File: src/verilog/lpd_cfg.svh
`ifndef LPD_CFG_SVH
`define LPD_CFG_SVH

// identifier of the two-motor long form (parity bits are zero for it)
`define LPD_ID_MULTI 6'h3c
// application opcode prefix carried in data byte 1 of the 0x3c form
`define LPD_APP_PREFIX 8'h80
// move_absolute_cmd opcode with bit 7 set
`define LPD_OPC_MOVE 8'h8b
// identifier bits 5..4 of four-data-byte frames
`define LPD_ID_LEN4 2'b10
// rom pointer that a general-purpose four-byte frame must be allocated to
`define LPD_GP4_ROM_PTR 4'h1
// microstep_resolution code for half stepping
`define LPD_STEP_HALF 2'b00
// nonvolatile byte holding otp_station_bits
`define LPD_OTP_PA_ADDR 8'h02
// most data bytes in a frame
`define LPD_MAX_DATA 8
// data byte counts of the decoded forms
`define LPD_LEN2 4'h2
`define LPD_LEN4 4'h4
`define LPD_LEN8 4'h8

`endif

File: src/verilog/lpd_pkg.sv
package lpd_pkg;

  typedef logic [7:0] lpd_byte_t;

  typedef enum logic [1:0] {
    LPD_RX_IDLE = 2'b00,
    LPD_RX_DATA = 2'b01,
    LPD_RX_EVAL = 2'b11
  } lpd_rx_state_t;

  typedef enum logic [1:0] {
    LPD_TX_IDLE = 2'b00,
    LPD_TX_ID = 2'b01,
    LPD_TX_DATA = 2'b11,
    LPD_TX_CKS = 2'b10
  } lpd_tx_state_t;

  // protected identifier: bit 6 even parity, bit 7 odd parity
  function automatic lpd_byte_t lpd_protect(input logic [5:0] id);
    logic p0;
    logic p1;
    p0 = id[0] ^ id[1] ^ id[2] ^ id[4];
    p1 = ~(id[1] ^ id[3] ^ id[4] ^ id[5]);
    return {p1, p0, id};
  endfunction

  // classic checksum step: add with end-around carry
  function automatic lpd_byte_t lpd_cks_add(input lpd_byte_t a, input lpd_byte_t b);
    logic [8:0] s;
    s = {1'b0, a} + {1'b0, b};
    return s[7:0] + {7'h00, s[8]};
  endfunction

endpackage

File: src/verilog/lpd_link_if.sv
`timescale 1ns/1ps
interface lpd_link_if (
  input wire logic mclk, // shared clock
  input wire logic rst   // shared reset
);
  logic byte_valid;
  logic byte_first;
  logic byte_last;
  logic [7:0] byte_data;

  modport master (output byte_valid, output byte_first, output byte_last, output byte_data);
  modport node (input byte_valid, input byte_first, input byte_last, input byte_data);
endinterface

File: src/verilog/lpd_node.sv
`timescale 1ns/1ps
`include "lpd_cfg.svh"

// Behaviour
// - two-byte direct frame moves own motor
// - direct frame: id bit5 zero, pos high-low
// - caller of the master gives each motor a direct identifier
// - four-byte general frame uses rom pointer 0001
// - general frame: opcode 0x0b, broadcast, station, position
// - general broadcast moves every node
// - 0x3c frame: prefix 0x80, opcode, two motor pairs
// - long-form targets are signed sixteen bits
// - 0x3c pair chosen by seven-bit station match
// - compact command moves one or two motors
// - compact command only in half stepping
// - compact station is four bits, sixteen nodes
// - compact station compared with otp station bits
// - master ties hard-wired address bits high
// - compact one-motor frame field layout
// - compact one-motor broadcast moves every node
// - compact two-motor frame field layout
// - compact targets are signed eleven bits
// - master supplies identifier parity bits
module lpd_node
  import lpd_pkg::*;
#(
  parameter int MAX_DATA = `LPD_MAX_DATA
) (
  input wire logic mclk,                     // system clock
  input wire logic rst,                      // async reset, active high
  lpd_link_if.node link,                     // frame bytes from the master
  input wire logic [6:0] station_address,    // node physical address
  input wire logic [3:0] otp_station_bits,   // low address bits from otp byte
  input wire logic [1:0] microstep_resolution, // current stepping mode
  input wire logic [5:0] direct_pos_id,      // id allocated to the direct form
  input wire logic [5:0] gp4_id,             // id allocated to rom pointer 0001
  input wire logic [5:0] compact1_id,        // id of the compact one-motor form
  input wire logic [5:0] compact2_id,        // id of the compact two-motor form
  output logic move_valid,                   // pulse: new absolute target
  output logic [15:0] move_target,           // signed target set-point
  output logic move_compact,                 // target came from compact form
  output logic frame_reject                  // pulse: parity/checksum/length fault
);

  lpd_rx_state_t st_q, st_d;
  lpd_byte_t id_q, id_d;
  lpd_byte_t cks_q, cks_d;
  lpd_byte_t chk_q, chk_d;
  lpd_byte_t buf_q [MAX_DATA];
  lpd_byte_t buf_d [MAX_DATA];
  logic [3:0] cnt_q, cnt_d;
  logic ovf_q, ovf_d;

  logic mv_q, mv_d;
  logic [15:0] tgt_q, tgt_d;
  logic cmp_q, cmp_d;
  logic rej_q, rej_d;

  assign move_valid = mv_q;
  assign move_target = tgt_q;
  assign move_compact = cmp_q;
  assign frame_reject = rej_q;

  // frame collection
  always_comb
  begin
    st_d = st_q;
    id_d = id_q;
    cks_d = cks_q;
    chk_d = chk_q;
    buf_d = buf_q;
    cnt_d = cnt_q;
    ovf_d = ovf_q;
    // a new identifier always restarts, so a cut frame cannot poison the next
    if (link.byte_valid && link.byte_first)
    begin
      id_d = link.byte_data;
      cks_d = 8'h00;
      cnt_d = 4'h0;
      ovf_d = 1'b0;
      st_d = LPD_RX_DATA;
    end
    else
    begin
      case (st_q)
        LPD_RX_IDLE:
        begin
          st_d = LPD_RX_IDLE;
        end
        LPD_RX_DATA:
        begin
          if (link.byte_valid && link.byte_last)
          begin
            chk_d = link.byte_data;
            st_d = LPD_RX_EVAL;
          end
          else if (link.byte_valid)
          begin
            if (cnt_q == 4'(MAX_DATA))
            begin
              ovf_d = 1'b1;
            end
            else
            begin
              buf_d[cnt_q[2:0]] = link.byte_data;
              cnt_d = cnt_q + 4'h1;
              cks_d = lpd_cks_add(cks_q, link.byte_data);
            end
          end
        end
        LPD_RX_EVAL:
        begin
          st_d = LPD_RX_IDLE;
        end
        default:
        begin
          st_d = LPD_RX_IDLE;
        end
      endcase
    end
  end

  always_ff @(posedge mclk or posedge rst)
  begin
    if (rst)
    begin
      st_q <= LPD_RX_IDLE;
      id_q <= 8'h00;
      cks_q <= 8'h00;
      chk_q <= 8'h00;
      cnt_q <= 4'h0;
      ovf_q <= 1'b0;
      for (int i = 0; i < MAX_DATA; i++)
      begin
        buf_q[i] <= 8'h00;
      end
    end
    else
    begin
      st_q <= st_d;
      id_q <= id_d;
      cks_q <= cks_d;
      chk_q <= chk_d;
      cnt_q <= cnt_d;
      ovf_q <= ovf_d;
      buf_q <= buf_d;
    end
  end

  // decode of the collected frame
  logic [5:0] fid;
  logic frame_ok;
  logic half_step;
  assign fid = id_q[5:0];
  assign half_step = (microstep_resolution == `LPD_STEP_HALF);
  assign frame_ok = (id_q == lpd_protect(fid)) && (chk_q == ~cks_q) && !ovf_q;

  always_comb
  begin
    mv_d = 1'b0;
    tgt_d = tgt_q;
    cmp_d = cmp_q;
    rej_d = 1'b0;
    if (st_q == LPD_RX_EVAL)
    begin
      if (!frame_ok)
      begin
        rej_d = 1'b1;
      end
      else if (fid == `LPD_ID_MULTI && cnt_q == `LPD_LEN8)
      begin
        if (buf_q[0] == `LPD_APP_PREFIX && buf_q[1] == `LPD_OPC_MOVE)
        begin
          // first pair wins when both station fields carry this address
          if (buf_q[2][7] && buf_q[2][6:0] == station_address)
          begin
            mv_d = 1'b1;
            tgt_d = {buf_q[3], buf_q[4]};
            cmp_d = 1'b0;
          end
          else if (buf_q[5][7] && buf_q[5][6:0] == station_address)
          begin
            mv_d = 1'b1;
            tgt_d = {buf_q[6], buf_q[7]};
            cmp_d = 1'b0;
          end
        end
      end
      else if (fid == direct_pos_id && !fid[5] && cnt_q == `LPD_LEN2)
      begin
        mv_d = 1'b1;
        tgt_d = {buf_q[0], buf_q[1]};
        cmp_d = 1'b0;
      end
      else if (fid == gp4_id && fid[5:4] == `LPD_ID_LEN4 && cnt_q == `LPD_LEN4)
      begin
        if (buf_q[0] == `LPD_OPC_MOVE &&
            (!buf_q[1][7] || buf_q[1][6:0] == station_address))
        begin
          mv_d = 1'b1;
          tgt_d = {buf_q[2], buf_q[3]};
          cmp_d = 1'b0;
        end
      end
      else if (fid == compact1_id && !fid[5] && cnt_q == `LPD_LEN2 && half_step)
      begin
        if (!buf_q[0][4] || buf_q[0][3:0] == otp_station_bits)
        begin
          mv_d = 1'b1;
          tgt_d = {{5{buf_q[0][7]}}, buf_q[0][7:5], buf_q[1]};
          cmp_d = 1'b1;
        end
      end
      else if (fid == compact2_id && fid[5:4] == `LPD_ID_LEN4 && cnt_q == `LPD_LEN4 &&
               half_step && buf_q[0][4] && buf_q[2][4])
      begin
        // four-bit station fields only, so at most sixteen nodes
        if (buf_q[0][3:0] == otp_station_bits)
        begin
          mv_d = 1'b1;
          tgt_d = {{5{buf_q[0][7]}}, buf_q[0][7:5], buf_q[1]};
          cmp_d = 1'b1;
        end
        else if (buf_q[2][3:0] == otp_station_bits)
        begin
          mv_d = 1'b1;
          tgt_d = {{5{buf_q[2][7]}}, buf_q[2][7:5], buf_q[3]};
          cmp_d = 1'b1;
        end
      end
    end
  end

  always_ff @(posedge mclk or posedge rst)
  begin
    if (rst)
    begin
      mv_q <= 1'b0;
      tgt_q <= 16'h0000;
      cmp_q <= 1'b0;
      rej_q <= 1'b0;
    end
    else
    begin
      mv_q <= mv_d;
      tgt_q <= tgt_d;
      cmp_q <= cmp_d;
      rej_q <= rej_d;
    end
  end

endmodule // lpd_node

File: src/flat_wrapper.sv
// flat-port wrapper written by rule: the top's interface ports become plain ports
module lpd_node_flat import lpd_pkg::*;
#(
  parameter int MAX_DATA = `LPD_MAX_DATA
)
  (mclk, rst, station_address, otp_station_bits, microstep_resolution, direct_pos_id, gp4_id, compact1_id, compact2_id, move_valid, move_target, move_compact, frame_reject, link_byte_valid, link_byte_first, link_byte_last, link_byte_data);
  lpd_link_if link_i (.mclk(mclk), .rst(rst));
  input wire logic mclk;
  input wire logic rst;
  input wire logic [6:0] station_address;
  input wire logic [3:0] otp_station_bits;
  input wire logic [1:0] microstep_resolution;
  input wire logic [5:0] direct_pos_id;
  input wire logic [5:0] gp4_id;
  input wire logic [5:0] compact1_id;
  input wire logic [5:0] compact2_id;
  output logic move_valid;
  output logic [15:0] move_target;
  output logic move_compact;
  output logic frame_reject;
  input wire logic [$bits(link_i.byte_valid)-1:0] link_byte_valid;
  input wire logic [$bits(link_i.byte_first)-1:0] link_byte_first;
  input wire logic [$bits(link_i.byte_last)-1:0] link_byte_last;
  input wire logic [$bits(link_i.byte_data)-1:0] link_byte_data;
  assign link_i.byte_valid = link_byte_valid;
  assign link_i.byte_first = link_byte_first;
  assign link_i.byte_last = link_byte_last;
  assign link_i.byte_data = link_byte_data;
  lpd_node #(.MAX_DATA(MAX_DATA)) u_core (.mclk(mclk), .rst(rst), .link(link_i), .station_address(station_address), .otp_station_bits(otp_station_bits), .microstep_resolution(microstep_resolution), .direct_pos_id(direct_pos_id), .gp4_id(gp4_id), .compact1_id(compact1_id), .compact2_id(compact2_id), .move_valid(move_valid), .move_target(move_target), .move_compact(move_compact), .frame_reject(frame_reject));
endmodule
File: config.mk
export PLATFORM = sky130hd
export DESIGN_NAME = lpd_node_flat
export DESIGN_NICKNAME = d
export VERILOG_FILES = /design/src/verilog/lpd_pkg.sv /design/src/verilog/lpd_link_if.sv /design/src/verilog/lpd_node.sv /design/src/flat_wrapper.sv
export VERILOG_INCLUDE_DIRS = /design/src /design/src/verilog
export SDC_FILE = /design/constraint.sdc
export NUM_CORES = 1
export LEC_CHECK = 0
export BUFFER_PORTS_ARGS = -buffer_cell sky130_fd_sc_hd__buf_2
export CAP_MARGIN = 5
export CORE_ASPECT_RATIO = 1.1
export CORE_MARGIN = 3
export CORE_UTILIZATION = 40
export CTS_BUF_LIST = sky130_fd_sc_hd__clkbuf_16
export CTS_CLUSTER_SIZE = 28
export DETAILED_ROUTE_END_ITERATION = 8
export SLEW_MARGIN = 30
export SYNTH_ARGS = -nofsm -noshare
export SYNTH_HDL_FRONTEND = slang
export SYNTH_SLANG_ARGS = --single-unit
File: constraint.sdc
create_clock -name mclk -period 4.95 [get_ports mclk]
set_clock_uncertainty 0.15 [all_clocks]
set_input_delay 1.485 -clock mclk [delete_from_list [all_inputs] [get_ports mclk]]
set_output_delay 1.485 -clock mclk [all_outputs]
set_load 0.005 [all_outputs]
==> results.md <==
* Die height at roughly 140 um
* Initial core utilization at 0.410
* Worst Tran Pin Value at 0.737 ns
* CTS Hold Bufs at 0
* CP Cell Sequence: buf_2 -> ha_1 -> inv_1 -> fa_1 -> nor2b_1 -> o221a_2 -> o31a_1 -> o21ai_0 -> nand2b_1 -> ha_1 -> and3_1 -> nand3_1 -> and3b_1 -> xor3_1 -> o31ai_1
* Crit path max fanout at 11
* WL/cell at 19.3 um
* First-pass DRT Iterations at 5
* WS Path Type: in -> reg
* Asr flop ratio synth at 1.00
* YS warnings at 0
* Vias at 4,643
* Critical path's most frequent cell: ha_1
* Nets at 700
* Run status: finished clean
* Clk sinks at about 110
* Residual DRC at 0
* Worst Path Required at 5.12 ns
* Synth Flop Type: dfrtp_1
* Final hold violations at 0
* Fin crit share at 0.820
* Worst Hold Class: reg -> reg
* Die ar. at between 15,000 and 20,000 sq um
* Initial antenna violation count at 0
* CTS max path bufs at 2
* Crit path time final at 4.06 ns
* Num ports at 69
* 1st-iter DRT viols at ~280
* Leakage at 3.53 nW
* Core ar. at 15,700 sq um
* Syn nets at 637
* Wirelength, routed at 16,400 um
* Final Max Tran Viols at 0
* Gpl congestion at 0.866
* Resize count post-CTS at 0
* Tot GR Track Use at 0.193
* Crit path arrival time at between 4 and 5 ns
* Row cnt at 48
* RSZ-0062 raised after global routing: no
* Syn Area/Cell at 11.3 sq um
* Max_slew headroom at 0.509
* Overflow after GRT at 0
* Seq/Total Area, Yosys at 0.443
* Worst VDD drop at about 0.27 mV
* ANT cells at 0
* Die width at about 130 um
* Critical-path top delay cell: fa_1
* Cts bufs inserted at 17
* Tot Pwr at 3.46 mW
* Global-route wire length before repair at 26,100 um
* Mapped Cells at 572
* Final setup viols at 0
* Vias per Instance at roughly 5.5
* Setup Buffers After CTS at 0
* Share of post-route cells with drive strength above 1 at 0.324
* Number of synthesized flops with an enable pin at 0
* PwrDens at 457 nW/um^2
* Hold_ws at ~0.32 ns
* CTS tree: done
* Skew-Pair Late Insertion Delay at 0.42 ns
* Critical Path End Type: flip-flop
* Met3 GRT Util at 0.0443
* DP HPWL at 11,900 um
* CTS clock-pin slew for the worst setup and hold paths at roughly 0.06 ns
* Maxcap violations at 0
* Peak Freq at 246 MHz
* Fin Setup TNS at 0 ns
* Crit-path max cell delay at between 0.4 and 0.5 ns
* Buffers on Ports at 68
* Largest net degree at the start of global routing at between 80 and 90
* Synthesis-to-layout area growth at 17.4%
* Busiest layer in global routing: met2
* Synthesized area at 6440 sq um
* H-Tree Level Count at 4
* Final core occ at 0.481
* #FFs+latches synth at around 110
* Critical Path Source Type: input pin
* Clock root cell: clkbuf_16
* Detail Route Antenna Nets at 0
* Synth cell types at 63
* Met1 Resource Use GR at 0.266
* GRT met2 Usage at 0.302
* Vias in the first global route at 4,709
cells in the final DEF, fill, tap and decap left out, types with 7 or more instances in the layout:
cell and n:
a21oi_1 12, buf_2 68, buf_4 7, clkbuf_16 17, dfrtp_1 114, ha_1 14, inv_1 14, mux2_2 92
mux2i_1 12, nand2_1 37, nand3_1 7, nand4_1 16, nor2_1 33, nor3_1 14, o21ai_0 10, xnor2_1 47
xor2_1 28
per-stage QoR:
stage	setup WS, ns	area (sq um)	instances
6_report	0.889	7560	848
3_5_place_dp	0.477	6920	816
4_1_cts	0.905	7560	848
5_1_grt	0.670	7560	848
3_3_place_gp	0.620	6920	816
2_1_floorplan	0.299	6440	572
final timing paths:
| check | slack [ns] | depth (start not counted) | to | startpoint |
|---|---|---|---|---|
| worst max-delay path | 0.89 | 15 | u_core.cks_q[7] | link_byte_data[0] |
| worst min-delay path | 0.32 | 1 | u_core.st_q[0] | u_core.st_q[1] |
| worst max register to register | 1.51 | 9 | u_core.move_target[0] | u_core.cnt_q[0] |
| worst min register to register | 0.32 | 1 | u_core.st_q[0] | u_core.st_q[1] |
| max in group asynchronous | 2.80 | 3 | u_core.chk_q[6] | rst |
| min in group asynchronous | 1.03 | 2 | u_core.move_target[3] | rst |
layer usage:
metal	vias up	wire length (um)
li1	2170	-
met2	143	7750
met1	2312	7450
met5	-	0
met4	0	221
met3	18	958
layout make-up:
| type | count | area [sq um] |
|---|---|---|
| repair buffers | 75 | 393 |
| clock inverters | 15 | 220 |
| flip-flops and latches | 114 | 2850 |
| clock buffers | 17 | 425 |
| multi-input cells | 413 | 3370 |
| well taps | 200 | 250 |
| fillers | 1451 | 8170 |
| inverters | 14 | 57.6 |
Yosys cell counts (2+ instances only):
master / n / area (sq um)
mux2_2: 92 / 1040
nor2_1: 33 / 124
nand3_2: 3 / 30.0
buf_6: 3 / 33.8
o21ai_0: 10 / 50.1
nor2b_1: 4 / 25.0
ha_1: 14 / 175
o22ai_1: 6 / 37.5
o21a_1: 2 / 15.0
mux2i_1: 12 / 120
a21oi_1: 12 / 60.1
dfrtp_1: 114 / 2850
and3_1: 4 / 25.0
nor3b_1: 2 / 15.0
nand4_1: 16 / 100
clkbuf_1: 12 / 45.0
and4_1: 4 / 35.0
nand2_1: 37 / 139
o211ai_1: 3 / 22.5
a211oi_1: 6 / 45.0
buf_2: 6 / 30.0
clkbuf_2: 3 / 15.0
xor2_1: 28 / 245
buf_4: 5 / 37.5
a221oi_1: 6 / 52.6
mux2_1: 4 / 45.0
a22oi_1: 2 / 15.0
nor4_1: 4 / 25.0
nand3_1: 7 / 35.0
o21bai_1: 2 / 15.0
nor3_1: 14 / 70.1
a31oi_1: 6 / 37.5
nand2b_1: 6 / 37.5
inv_1: 14 / 52.6
a221oi_2: 2 / 30.0
xnor2_1: 47 / 412
cells by family (layout without fill, tap and decap cells):
| logic type | count (synthesis) | in the layout | synth area share |
|---|---|---|---|
| buffers and inverters | 45 | 121 | 0.0350 |
| and+or+nand+nor | 146 | 146 | 0.122 |
| xor gates and xnor gates | 76 | 76 | 0.106 |
| AOI/OAI and AO/OA | 68 | 68 | 0.0777 |
| DFF | 114 | 114 | 0.443 |
| muxes | 108 | 108 | 0.186 |
| adders and majority gates | 15 | 15 | 0.0303 |
worst max-delay path: cells and delay by family:
family	cells	cell delay, ns
adders and majority gates	3	0.81
buffers and inverters	2	0.29
AOI/OAI and AO/OA	4	0.65
xor gates and xnor gates	1	0.23
and+or+nand+nor	5	0.78
state kept, by name, summed over array words and instances, names as in the netlist, 2 cells and up:
signal / flops
u_core.st_q: 2
u_core.move_target: 16
u_core.cks_q: 8
u_core.id_q: 8
u_core.chk_q: 8
u_core.cnt_q: 4
u_core.buf_q: 64
power breakdown:
| part | total, mW | internal [mW] | switching, mW |
|---|---|---|---|
| clock | 1.35 | 0.930 | 0.422 |
| sequential | 1.31 | 1.09 | 0.222 |
| combinational | 0.793 | 0.407 | 0.386 |
| total | 3.46 | 2.43 | 1.03 |
(Power assumes the default switching activity.)
